===== config.mk =====
export PLATFORM = sky130hd
export DESIGN_NAME = cap_panel_ctrl
export DESIGN_NICKNAME = d
export VERILOG_FILES = /design/src/core/cap_panel_pkg.sv /design/src/core/cap_panel_ctrl.sv
export VERILOG_INCLUDE_DIRS = /design/src /design/src/core
export SDC_FILE = /design/constraint.sdc
export NUM_CORES = 2
export LEC_CHECK = 0
export ABC_AREA = 1
export BUFFER_PORTS_ARGS = -buffer_cell sky130_fd_sc_hd__buf_4
export CAP_MARGIN = 40
export CORE_MARGIN = 1
export CORE_UTILIZATION = 45
export CTS_BUF_LIST = sky130_fd_sc_hd__clkbuf_4 sky130_fd_sc_hd__clkbuf_8
export CTS_CLUSTER_DIAMETER = 100
export DETAILED_ROUTE_END_ITERATION = 8
export PLACE_DENSITY_LB_ADDON = 0.2
export SYNTH_ARGS = -nofsm -noshare
export SYNTH_HDL_FRONTEND = slang
export SYNTH_SLANG_ARGS = --single-unit
export TNS_END_PERCENT = 20

===== constraint.sdc =====
create_clock -name pclk -period 11.4 [get_ports pclk]
set_input_delay 2.28 -clock pclk [delete_from_list [all_inputs] [get_ports pclk]]
set_output_delay 2.28 -clock pclk [all_outputs]
set_load 0.03 [all_outputs]

===== src/core/cap_panel_regs.svh =====
// Register map, field positions and timing constants of the capacitor panel block.
// Assumes a 100 MHz pclk and word-aligned APB byte addresses.
`ifndef CAP_PANEL_REGS_SVH
`define CAP_PANEL_REGS_SVH
// Register byte offsets
`define OFF_CTRL       12'h000
`define OFF_DUR        12'h004
`define OFF_TRIP_DLY   12'h008
`define OFF_CLOSE_DLY  12'h00c
`define OFF_AFTER_TRIP 12'h010
`define OFF_STATUS     12'h014
`define OFF_COUNT      12'h018
// Control register fields
`define CTRL_AUTO_TRIP  0
`define CTRL_AUTO_CLOSE 1
`define CTRL_UV_INH     2
`define CTRL_HUNT_INH   3
`define CTRL_LIMIT_HIT  4
`define CTRL_REV_PWR    5
`define CTRL_LOCKOUT    6
// Duration code: zero means 0.3 s, else whole seconds
`define DUR_SHORT_CODE  8'h00
`define DUR_RESET       8'h01
`define DLY_RESET       16'h0000
`define AFTER_TRIP_RST  16'h012c
// Timing in milliseconds, cycles derived at 100 MHz
`define CLK_MHZ         100
`define SHORT_PULSE_MS  300
`define BLINK_MS        250
`define FAST_BLINK_MS   25
`define SCREEN_MS       5000
`define LAMP_TEST_MS    2000
`define MS_CYCLES       (`CLK_MHZ * 1000)
`define MS_PER_S        32'd1000
`define ZERO32          32'h0000_0000
`endif


===== src/core/cap_panel_pkg.sv =====
// Types shared by the capacitor panel block.
// Assumes the constants header is included by the design file.
package cap_panel_pkg;
  typedef enum logic [2:0] {
    ST_IDLE       = 3'b000,
    ST_TRIP_WAIT  = 3'b001,
    ST_TRIP_PULSE = 3'b010,
    ST_CLS_WAIT   = 3'b011,
    ST_CLS_PULSE  = 3'b100
  } seq_state_e;
  typedef struct packed {
    logic ac_power;
    logic cpu_ok;
    logic rev_power;
    logic trip_inh;
    logic trip;
    logic close;
    logic close_inh;
    logic lockout;
    logic rx;
    logic tx;
  } lamps_s;
  typedef struct packed {
    logic auto_sel;
    logic trip_sw;
    logic close_sw;
    logic reset_sw;
    logic rx_act;
    logic tx_act;
  } panel_s;
endpackage : cap_panel_pkg


===== src/core/cap_panel_ctrl.sv =====
// Manual trip/close sequencing, relay pulses and panel lamps of the capacitor controller.
// Assumes APB master on pclk; panel inputs are asynchronous and are synchronised here.
//
// Summary of operation
// - Trip/close switch is ignored unless the selector is in manual.
// - Manual suspends automatic commands; automatic lets them run.
// - Uninhibited manual trip pulses trip relay and lights trip lamp steadily.
// - Trip during inhibit flashes trip lamp, pends, then fires at expiry.
// - Each trip starts the close-after-trip timer which blocks closing.
// - Manual close while tripped and uninhibited pulses close relay, lights lamp.
// - Close during inhibit flashes close lamp, pends, fires after manual delay.
// - Trip/close lamps show the last command; flashing means pending.
// - Trip inhibit lamp lights during manual trip delay or undervoltage.
// - Close inhibit from after-trip, manual delay, undervoltage, anti-hunt, limit.
// - Processor healthy lamp toggles four times per second.
// - Reverse power lamp follows reverse power detection.
// - Receive/transmit lamps flash rapidly during port traffic.
// - At reset all lamps except receive/transmit light for a check.
// - Display screen index advances every five seconds.
// - Close counter advances once per close and is cleared only by reset.
// - Lockout lights its lamp, blocks automatic, clears on reset switch.
// - Relay duration is 0.3 s or 1 to 255 whole seconds.
// - Optical and serial traffic are treated alike.
`timescale 1ns/1ps
`include "cap_panel_regs.svh"

module cap_panel_ctrl (
  input  wire logic                  pclk,
  input  wire logic                  presetn,
  input  wire logic                  psel,
  input  wire logic                  penable,
  input  wire logic                  pwrite,
  input  wire logic [11:0]           paddr,
  input  wire logic [31:0]           pwdata,
  output logic      [31:0]           prdata,
  output logic                       pready,
  output logic                       pslverr,
  input  wire cap_panel_pkg::panel_s panel_in,
  input  wire logic                  lockout_evt,
  output cap_panel_pkg::lamps_s      lamps,
  output logic                       trip_relay,
  output logic                       close_relay,
  output logic      [2:0]            screen_idx
);
  import cap_panel_pkg::*;

  localparam int MS = `MS_CYCLES;   // Cycles per millisecond
  localparam logic [31:0] MS_CYC    = 32'(MS);
  localparam logic [31:0] SHORT_CYC = 32'(`SHORT_PULSE_MS * MS);
  localparam logic [31:0] BLINK_CYC = 32'(`BLINK_MS * MS);
  localparam logic [31:0] FAST_CYC  = 32'(`FAST_BLINK_MS * MS);
  localparam logic [31:0] SCR_CYC   = 32'(`SCREEN_MS * MS);
  localparam logic [31:0] TEST_CYC  = 32'(`LAMP_TEST_MS * MS);

  // ****************************************************************
  // Input synchronisers
  // ****************************************************************
  logic [5:0] s1_ff, s2_ff, s3_ff, clean_ff;
  // Three stages; a change counts once stages two and three agree
  always_ff @(posedge pclk or negedge presetn)
    if (!presetn)
    begin
      s1_ff    <= '0;
      s2_ff    <= '0;
      s3_ff    <= '0;
      clean_ff <= '0;
    end
    else
    begin
      s1_ff <= panel_in;
      s2_ff <= s1_ff;
      s3_ff <= s2_ff;
      for (int i = 0; i < 6; i++)
        if (s2_ff[i] == s3_ff[i])
          clean_ff[i] <= s3_ff[i];
    end
  panel_s pin;
  assign pin = clean_ff;
  logic trip_sw_d_ff, close_sw_d_ff;
  always_ff @(posedge pclk or negedge presetn)
    if (!presetn)
    begin
      trip_sw_d_ff  <= 1'b0;
      close_sw_d_ff <= 1'b0;
    end
    else
    begin
      trip_sw_d_ff  <= pin.trip_sw;
      close_sw_d_ff <= pin.close_sw;
    end
  logic man_trip, man_close;
  assign man_trip  = !pin.auto_sel && pin.trip_sw && !trip_sw_d_ff;
  assign man_close = !pin.auto_sel && pin.close_sw && !close_sw_d_ff;

  // ****************************************************************
  // Registers
  // ****************************************************************
  logic [6:0]  ctrl_ff;
  logic [7:0]  dur_ff;
  logic [15:0] trip_dly_ff, close_dly_ff, after_trip_ff;
  logic [31:0] count_ff;
  logic        lockout_ff;
  logic        wr_en;
  assign wr_en = psel && penable && pwrite;
  always_ff @(posedge pclk or negedge presetn)
    if (!presetn)
    begin
      ctrl_ff       <= '0;
      dur_ff        <= `DUR_RESET;
      trip_dly_ff   <= `DLY_RESET;
      close_dly_ff  <= `DLY_RESET;
      after_trip_ff <= `AFTER_TRIP_RST;
    end
    else
    begin
      if (wr_en && paddr == `OFF_CTRL) ctrl_ff <= pwdata[6:0];
      else
      begin
        ctrl_ff[`CTRL_AUTO_TRIP]  <= 1'b0; // Auto commands are one-shot
        ctrl_ff[`CTRL_AUTO_CLOSE] <= 1'b0;
      end
      if (wr_en && paddr == `OFF_DUR)        dur_ff        <= pwdata[7:0];
      if (wr_en && paddr == `OFF_TRIP_DLY)   trip_dly_ff   <= pwdata[15:0];
      if (wr_en && paddr == `OFF_CLOSE_DLY)  close_dly_ff  <= pwdata[15:0];
      if (wr_en && paddr == `OFF_AFTER_TRIP) after_trip_ff <= pwdata[15:0];
    end

  // ****************************************************************
  // Lockout and automatic gating
  // ****************************************************************
  // Lockout holds until reset switch; new event wins over reset
  always_ff @(posedge pclk or negedge presetn)
    if (!presetn) lockout_ff <= 1'b0;
    else if (lockout_evt || ctrl_ff[`CTRL_LOCKOUT]) lockout_ff <= 1'b1;
    else if (pin.reset_sw) lockout_ff <= 1'b0;
  logic auto_ok, req_trip, req_close;
  assign auto_ok   = pin.auto_sel && !lockout_ff;
  assign req_trip  = man_trip || (auto_ok && ctrl_ff[`CTRL_AUTO_TRIP]);
  assign req_close = man_close || (auto_ok && ctrl_ff[`CTRL_AUTO_CLOSE]);

  // ****************************************************************
  // Millisecond tick and timers
  // ****************************************************************
  logic [31:0] ms_cnt_ff;
  logic        ms_tick;
  assign ms_tick = (ms_cnt_ff == MS_CYC - 32'd1);
  always_ff @(posedge pclk or negedge presetn)
    if (!presetn) ms_cnt_ff <= `ZERO32;
    else ms_cnt_ff <= ms_tick ? `ZERO32 : ms_cnt_ff + 32'd1;

  seq_state_e  state_ff;
  logic [31:0] dly_ff;
  logic [35:0] pulse_ff;          // Wide enough for 255 s of cycles
  logic [31:0] after_ff;          // seconds in ms
  logic        tripped_ff;
  logic        last_trip_ff, last_close_ff;
  logic        uv, after_act, close_inh, trip_inh, close_inh_other;
  assign uv        = ctrl_ff[`CTRL_UV_INH];
  assign after_act = after_ff != `ZERO32;
  assign trip_inh  = (state_ff == ST_TRIP_WAIT) || uv;
  assign close_inh = after_act || (state_ff == ST_CLS_WAIT) || uv
                   || ctrl_ff[`CTRL_HUNT_INH] || ctrl_ff[`CTRL_LIMIT_HIT];
  // Inhibits other than the manual close delay itself
  assign close_inh_other = after_act || uv || ctrl_ff[`CTRL_HUNT_INH]
                         || ctrl_ff[`CTRL_LIMIT_HIT];
  logic [35:0] pulse_len;
  assign pulse_len = (dur_ff == `DUR_SHORT_CODE) ? 36'(SHORT_CYC)
                   : 36'(dur_ff) * 36'(`MS_PER_S) * 36'(MS_CYC);

  // ****************************************************************
  // Sequencer
  // ****************************************************************
  always_ff @(posedge pclk or negedge presetn)
    if (!presetn)
    begin
      state_ff      <= ST_IDLE;
      dly_ff        <= `ZERO32;
      pulse_ff      <= '0;
      after_ff      <= `ZERO32;
      tripped_ff    <= 1'b1;
      last_trip_ff  <= 1'b0;
      last_close_ff <= 1'b0;
      count_ff      <= `ZERO32;
    end
    else
    begin
      if (after_act && ms_tick) after_ff <= after_ff - 32'd1;
      case (state_ff)
        ST_IDLE:
        begin
          if (req_trip)
          begin
            last_trip_ff  <= 1'b1;
            last_close_ff <= 1'b0;
            if (trip_dly_ff != 16'h0000 || uv)
            begin
              dly_ff   <= 32'(trip_dly_ff) * `MS_PER_S;
              state_ff <= ST_TRIP_WAIT;
            end
            else
            begin
              pulse_ff   <= pulse_len;
              after_ff   <= 32'(after_trip_ff) * `MS_PER_S;
              tripped_ff <= 1'b1;
              state_ff   <= ST_TRIP_PULSE;
            end
          end
          else if (req_close && tripped_ff)
          begin
            last_close_ff <= 1'b1;
            last_trip_ff  <= 1'b0;
            dly_ff        <= 32'(close_dly_ff) * `MS_PER_S;
            state_ff      <= ST_CLS_WAIT;
          end
        end
        ST_TRIP_WAIT:
          if (dly_ff != `ZERO32) dly_ff <= ms_tick ? dly_ff - 32'd1 : dly_ff;
          else if (!uv)
          begin
            pulse_ff   <= pulse_len;
            after_ff   <= 32'(after_trip_ff) * `MS_PER_S;
            tripped_ff <= 1'b1;
            state_ff   <= ST_TRIP_PULSE;
          end
        ST_CLS_WAIT:
          if (dly_ff != `ZERO32) dly_ff <= ms_tick ? dly_ff - 32'd1 : dly_ff;
          else if (!close_inh_other)
          begin
            pulse_ff   <= pulse_len;
            tripped_ff <= 1'b0;
            count_ff   <= count_ff + 32'd1;
            state_ff   <= ST_CLS_PULSE;
          end
        ST_TRIP_PULSE, ST_CLS_PULSE:
          if (pulse_ff > 36'd1) pulse_ff <= pulse_ff - 36'd1;
          else
          begin
            pulse_ff <= '0;
            state_ff <= ST_IDLE;
          end
        default: state_ff <= ST_IDLE;
      endcase
    end

  // ****************************************************************
  // Lamp timing
  // ****************************************************************
  logic [31:0] blink_cnt_ff, fast_cnt_ff, scr_cnt_ff, test_cnt_ff;
  logic        blink_ff, fast_ff;
  logic [2:0]  scr_ff;
  always_ff @(posedge pclk or negedge presetn)
    if (!presetn)
    begin
      blink_cnt_ff <= `ZERO32;
      fast_cnt_ff  <= `ZERO32;
      scr_cnt_ff   <= `ZERO32;
      test_cnt_ff  <= `ZERO32;
      blink_ff     <= 1'b0;
      fast_ff      <= 1'b0;
      scr_ff       <= 3'h0;
    end
    else
    begin
      if (blink_cnt_ff == BLINK_CYC - 32'd1)
      begin
        blink_cnt_ff <= `ZERO32;
        blink_ff     <= ~blink_ff;
      end
      else blink_cnt_ff <= blink_cnt_ff + 32'd1;
      if (fast_cnt_ff == FAST_CYC - 32'd1)
      begin
        fast_cnt_ff <= `ZERO32;
        fast_ff     <= ~fast_ff;
      end
      else fast_cnt_ff <= fast_cnt_ff + 32'd1;
      if (scr_cnt_ff == SCR_CYC - 32'd1)
      begin
        scr_cnt_ff <= `ZERO32;
        scr_ff     <= scr_ff + 3'h1;
      end
      else scr_cnt_ff <= scr_cnt_ff + 32'd1;
      if (test_cnt_ff != TEST_CYC) test_cnt_ff <= test_cnt_ff + 32'd1;
    end

  // ****************************************************************
  // Outputs
  // ****************************************************************
  logic test;
  logic comm;
  assign test = test_cnt_ff != TEST_CYC;
  assign comm = pin.rx_act || pin.tx_act;
  always_ff @(posedge pclk or negedge presetn)
    if (!presetn)
    begin
      lamps       <= '0;
      trip_relay  <= 1'b0;
      close_relay <= 1'b0;
      screen_idx  <= 3'h0;
    end
    else
    begin
      trip_relay  <= state_ff == ST_TRIP_PULSE;
      close_relay <= state_ff == ST_CLS_PULSE;
      screen_idx  <= scr_ff;
      lamps.ac_power  <= 1'b1;
      lamps.cpu_ok    <= test | blink_ff;
      lamps.rev_power <= test | ctrl_ff[`CTRL_REV_PWR];
      lamps.trip_inh  <= test | trip_inh;
      lamps.close_inh <= test | close_inh;
      lamps.lockout   <= test | lockout_ff;
      lamps.trip      <= test | (state_ff == ST_TRIP_WAIT ? blink_ff : last_trip_ff);
      lamps.close     <= test | (state_ff == ST_CLS_WAIT ? blink_ff : last_close_ff);
      lamps.rx        <= pin.rx_act & fast_ff;
      lamps.tx        <= pin.tx_act & fast_ff & comm;
    end

  // ****************************************************************
  // APB read side
  // ****************************************************************
  always_ff @(posedge pclk or negedge presetn)
    if (!presetn)
    begin
      prdata  <= `ZERO32;
      pready  <= 1'b0;
      pslverr <= 1'b0;
    end
    else
    begin
      pready  <= psel && !penable;
      pslverr <= 1'b0;
      if (psel && !penable)
      begin
        case (paddr)
          `OFF_CTRL:       prdata <= {25'h0, ctrl_ff};
          `OFF_DUR:        prdata <= {24'h0, dur_ff};
          `OFF_TRIP_DLY:   prdata <= {16'h0, trip_dly_ff};
          `OFF_CLOSE_DLY:  prdata <= {16'h0, close_dly_ff};
          `OFF_AFTER_TRIP: prdata <= {16'h0, after_trip_ff};
          `OFF_STATUS:     prdata <= {24'h0, tripped_ff, lockout_ff, close_inh,
                                      trip_inh, 1'b0, state_ff};
          `OFF_COUNT:      prdata <= count_ff;
          default:
          begin
            prdata  <= `ZERO32;
            pslverr <= 1'b1;
          end
        endcase
      end
    end

  // ****************************************************************
  // Checks
  // ****************************************************************
  AST_NO_OVERLAP: assert property (@(posedge pclk) disable iff (!presetn)
    !(trip_relay && close_relay)) else $error("both relays on");
  AST_CLOSE_INH: assert property (@(posedge pclk) disable iff (!presetn)
    after_act |-> state_ff != ST_CLS_PULSE || $past(state_ff) == ST_CLS_PULSE)
    else $error("close fired during after-trip inhibit");
  AST_COUNT: assert property (@(posedge pclk) disable iff (!presetn)
    (state_ff == ST_CLS_PULSE && $past(state_ff) == ST_CLS_WAIT)
    |-> count_ff == $past(count_ff) + 32'd1) else $error("counter missed");
  AST_TRIP_RELAY: assert property (@(posedge pclk) disable iff (!presetn)
    state_ff == ST_TRIP_PULSE |=> trip_relay) else $error("trip relay late");
  AST_AUTO_BLOCK: assert property (@(posedge pclk) disable iff (!presetn)
    (state_ff == ST_IDLE && !pin.auto_sel && !man_trip && !man_close)
    |=> state_ff == ST_IDLE) else $error("auto ran in manual");
  AST_TRIP_INH: assert property (@(posedge pclk) disable iff (!presetn)
    (state_ff == ST_TRIP_WAIT && !test) |=> lamps.trip_inh)
    else $error("trip inhibit lamp off");
  AST_CLOSE_LAMP: assert property (@(posedge pclk) disable iff (!presetn)
    (close_inh && !test) |=> lamps.close_inh) else $error("close inhibit lamp off");
  AST_LOCKOUT: assert property (@(posedge pclk) disable iff (!presetn)
    lockout_evt |=> lockout_ff) else $error("lockout not latched");
endmodule : cap_panel_ctrl


* Word-level counts from Yosys, hierarchy flattened
Cells that the tools add are included.
Word-level totals: register bits 442, bits in latches 0, RAM bits 0, memory bits (read-only) 0, input port bits 56, memories 0
Operators by class: add/sub/neg operators 10, multipliers 5, div/mod/pow operators 0, magnitude comparators 1, eq/ne operators 32, shift operators 0, muxes and demuxes 53, bitwise logic cells 14, reductions and logical operators 55
Operators by type and width (number):
- 32-bit 2-to-1 mux | 14
- 36-bit 2-to-1 mux | 7
- 32-bit one-hot mux with 7 select lines | 1
- 32-bit by 1-bit adder with 32-bit output, second input constant | 6
- 36-bit one-hot mux with 4 select lines | 1
- 32-bit one-hot mux with 2 select lines | 2
- 16-bit by 7-bit multiplier with 23-bit output, second input constant | 3
- 32-bit nonzero test | 2
- 32-bit by 1-bit subtractor with 32-bit output, second input constant | 2
- 12-bit by 5-bit == test with 1-bit output, second input constant | 3
- 36-bit by 1-bit > comparator with 1-bit output, second input constant | 1
- 36-bit by 1-bit subtractor with 36-bit output, second input constant | 1
- 35-bit 2-to-1 mux | 1
- 32-bit by 17-bit == test with 1-bit output, second input constant | 1
- 32-bit by 22-bit == test with 1-bit output, second input constant | 1
- 32-bit by 25-bit == test with 1-bit output, second input constant | 1
- 32-bit by 29-bit == test with 1-bit output, second input constant | 1
- 32-bit by 28-bit != test with 1-bit output, second input constant | 1
- 15-bit by 12-bit multiplier with 27-bit output, second input constant | 1
- 12-bit by 4-bit == test with 1-bit output, second input constant | 2
- 3-bit 2-to-1 mux | 7
- 1-bit logical AND | 17
- 1-bit 2-to-1 mux | 16
- 16-bit nonzero test | 1
- other kinds (31) | 77

* Logic depth before layout (Yosys ltp)
word-level depth 8, mapped depth 39, gate-level depth less buffers 39

* Least setup slack after synthesis
No wires, ideal clock.
path type flip-flop to flip-flop, start register dur_ff[0], end register pulse_ff[27], setup time 0.117 ns, data arrival time 7.327 ns, slack 3.957 ns, cell stages (with the launch flop) 37, path through dfstp_2 > fa_1 > xor2_1 > ha_1 > fa_1 > inv_1 > fa_1 > inv_1 > ha_1 > nand2_1 > nand2_1 > nand2_1 > nand2_1 > a21oi_1 > xor2_1 > inv_1 > nor2_1 > nor2_1 > ha_1 > inv_1 > fa_1 > inv_1 > fa_1 > inv_1 > fa_1 > inv_1 > ha_1 > nand2_1 > nor2_1 > inv_1 > or2_2 > o21ai_0 > a21oi_1 > o21ai_0 > nand2_1 > nand2_1 > nand2_1
On the way: cells in the longest elaborated chain, start to end 6, elaborated cells between the ends (all ways) 11
RTL lines:
- start: declaration | line cap_panel_ctrl.sv:99 | logic [7:0] dur_ff;
- start signal: assignment | line cap_panel_ctrl.sv:109 | dur_ff <= `DUR_RESET;
- start signal: assignment | line cap_panel_ctrl.sv:122 | if (wr_en && paddr == `OFF_DUR) dur_ff <= pwdata[7:0];
- 8-bit by 7-bit multiplier with 15-bit output | line cap_panel_ctrl.sv:168 | : 36'(dur_ff) * 36'(`MS_PER_S) * 36'(MS_CYC);
- 15-bit by 12-bit multiplier with 27-bit output | line cap_panel_ctrl.sv:168
- 35-bit 2-to-1 mux (*) | line cap_panel_ctrl.sv:167 | assign pulse_len = (dur_ff == `DUR_SHORT_CODE) ? 36'(SHORT_CYC)
- 36-bit 2-to-1 mux (on tied branches) | line cap_panel_ctrl.sv:227, cap_panel_ctrl.sv:195, cap_panel_ctrl.sv:218
- 36-bit 2-to-1 mux (on tied branches) | line cap_panel_ctrl.sv:226, cap_panel_ctrl.sv:191, cap_panel_ctrl.sv:217
- 36-bit one-hot mux with 4 select lines (*) | line cap_panel_ctrl.sv:188 | case (state_ff)
- end signal: assignment | line cap_panel_ctrl.sv:202 | pulse_ff <= pulse_len;
- end signal: assignment | line cap_panel_ctrl.sv:229 | pulse_ff <= pulse_len;
- end signal: assignment | line cap_panel_ctrl.sv:235 | if (pulse_ff > 36'd1) pulse_ff <= pulse_ff - 36'd1;
- end: declaration | line cap_panel_ctrl.sv:153 | logic [35:0] pulse_ff;
Every way passes the cells marked *; elsewhere a longest branch is shown, timed or not. The select of a mux whose other input is x is not followed. A chain may end at the register's enable or synchronous reset.

* Worst setup path after layout
Ends and elaborated chain as after synthesis.

==> results.toml <==
[die]
core_sq_um = 82200
die_h_microns = 290
io_pins = 105
die_w_microns = 290
start_util = 0.455
rows = 105
die_area_sq_um = 84400

[finish]
postLayoutCellArea_sq_um = 41400
final_cell_mix = "nand2_1, inv_1, nor2_1"
layout_commonest_cell = "nand2_1"
area_growth_pct = 10.4
layout.nets = 5493
drive_gt1_frac = 0.0757
fillers = 8081

[yosys]
synth_nets = 5363
ys_types = 61
netlist_instances = 4773
netlist_area_sq_um = 37500
synth_edf_count = 0
async_flop_share = 1.00
synthFlopType = "dfrtp_1"
synth_seq_cells = 442
synth_area_per_cell_sq_um = 7.85
yosysWarnings = 0
synth-seq-area-share = 0.296

[critical_path]
max_stage_delay_ns = 0.72
worst_path_max_delay_cell = "dfstp_2"
crit_fanout = 12
path_buf_inv = 8
cp-start-kind = "flop"
crit_type = "reg -> reg"
cp.required_ns = 11.98
crit_path_end_kind = "flop"
cp_top_family = "adder cells"
arrival_ns = 8.84

[clocking]
cts_resized = 0
cts_num_sinks = 442
numCtsBuffers = 83
cts-htree-levels = 3
clk_pin_slew_ns = 0.06
clk_latency_ns = 0.69
clockBufferDepth = 3
postCtsSetupBuffers = 0
cts_tree = "built"
cts-root-buf = "clkbuf_8"
cts_hold_buffers = 0

[route]
antenna_left = 0
first_iter_violations = 2128
wire_per_inst_microns = 16.9
drc_errors = 0
via_per_inst = 5.25
dr.pass1.iters = 8
drt-total-wl_mm = 102
vias = 31700

[grt]
grt_max_degree = 144
antenna_found_initial = 3
grt_pass1_vias = 31600
grt_first_pass_wirelength_mm = 168
gr-total-overflow = 0
track_usage = 0.246

[run]
cap_violations = 0

[sta]
clock.fmax_ghz = 0.121
rsz0062_at_grt = "no"
finalSetupViolations = 0
finalCriticalPeriod_ns = 8.26
fin_tns_setup_ns = 0
period_share = 0.725
worstMarginPinSlew_ns = 0.875
skew_ns = 0.0284
report.final.slew_viol_count = 0
hold_viol_final = 0
maxSlewHeadroom = 0.416

[hold_path]
hp-class = "reg -> reg"

[placement]
dpl_cell_area_sq_um = 39400
port_buffers = 88
place.gp.congestion = 0.950
dp_hpwl_mm = 79.7

[power_and_ir_drop]
total_power_uw = 5050
power.leakage_uw = 0.0215
ir_worst_vdd_mv = 0.109
power_density_nw_per_um2 = 122

[outcome]
outcome = "completed"
per-stage QoR:
step / cells / hold WS [ns] / util / setup WS [ns]
2_1_floorplan: 4773 / 0.331 / - / 3.96
3_3_place_gp: 5877 / 0.336 / 0.477 / 3.17
3_5_place_dp: 5888 / 0.335 / 0.479 / 3.16
4_1_cts: 6038 / 0.349 / 0.503 / 3.16
5_1_grt: 6042 / 0.353 / 0.503 / 2.58
6_report: 6042 / 0.348 / 0.503 / 3.14
routing by layer:
layer,share of wire,vias to the layer above,wire length (microns),track usage
met1,0.46,15000,46700,0.333
met3,0.040,158,4020,0.0278
met5,0.00013,-,13,0
met4,0.031,2,3210,0.0826
li1,-,15800,-,-
met2,0.47,740,47900,0.411
synth_stat cells (9+ instances only):
master    number  area [sq um]
a21o_1        23           173
dfrtp_1      436         10900
inv_1        679          2550
o21bai_1       9          67.6
xnor2_1       52           455
nor4_1        44           275
nor2_2        24           150
nand2_2       15          93.8
o211ai_1      18           135
a31oi_1       13          81.3
clkbuf_1      34           128
nand3_1      219          1100
xor2_1       182          1590
ha_1         312          3900
o21ai_1       26           130
or2_2         14          87.6
inv_2         16          60.1
buf_2         20           100
fa_1         222          4440
nand3b_1      26           195
nand4_1      114           713
o22ai_1       33           206
o21ai_2       15           131
nor2_1       524          1970
nor3_1       138           691
o21ai_0      253          1270
o31ai_1       22           165
nand2_1      996          3740
a21oi_1      199           996
flip-flops by register name, summed over array words and instances, names as in the netlist, 8 cells and up:
| name | flops |
|---|---|
| dly_ff | 32 |
| dur_ff | 8 |
| scr_cnt_ff | 32 |
| after_trip_ff | 16 |
| ms_cnt_ff | 32 |
| count_ff | 32 |
| lamps | 10 |
| blink_cnt_ff | 32 |
| close_dly_ff | 16 |
| trip_dly_ff | 16 |
| pulse_ff | 36 |
| fast_cnt_ff | 32 |
| test_cnt_ff | 32 |
| prdata | 32 |
| after_ff | 32 |
cell type report:
cell class,count,area [sq um],share of cell area
repair buffers,111,953,0.0231
well taps,1070,1340,0.0324
diodes,4,10.0,0.000242
inverters,698,2630,0.0635
flip-flops and latches,442,11100,0.268
clock buffers,127,1630,0.0394
multi-input cells,3567,23400,0.566
clock inverters,23,313,0.00756
worst reg2reg max path: cells and delay by family (launching register included):
kind	cells	cell delay (ns)
xor+xnor	2	0.52
simple gates	12	1.28
buf+inv	8	0.52
compound gates	4	0.64
flops	1	0.72
fa+ha+maj	10	4.46
where the power goes:
| part | internal (uW) | leakage [uW] | switching (uW) | total [uW] |
|---|---|---|---|---|
| clock network | 1070 | 0.00101 | 727 | 1800 |
| logic | 425 | 0.0146 | 1000 | 1430 |
| registers | 1690 | 0.00588 | 129 | 1820 |
| total | 3190 | 0.0215 | 1860 | 5050 |
cell families (layout without fill, tap and decap cells):
| logic type | count (synthesis) | after routing | share of synthesized area |
|---|---|---|---|
| AOI/OAI and AO/OA | 638 | 638 | 0.0953 |
| xor gates and xnor gates | 234 | 234 | 0.0547 |
| adders and majority gates | 540 | 540 | 0.225 |
| buffers and inverters | 764 | 959 | 0.0792 |
| DFF | 442 | 442 | 0.296 |
| muxes | 1 | 1 | 0.000267 |
| other | 1 | 5 | 0.000100 |
| and+or+nand+nor | 2153 | 2153 | 0.250 |
worst paths after layout:
kind	startpoint	to	slack [ns]	depth (start not counted)
max in group asynchronous	presetn	tripped_ff	7.81	4
worst min-delay path	s1_ff[2]	s2_ff[2]	0.35	0
worst max register to register	dur_ff[0]	pulse_ff[27]	3.14	36
min in group asynchronous	presetn	pulse_ff[30]	1.61	1
worst min register to register	s1_ff[2]	s2_ff[2]	0.35	0
worst max-delay path	dur_ff[0]	pulse_ff[27]	3.14	36
Power figures use the tool's default switching activity.
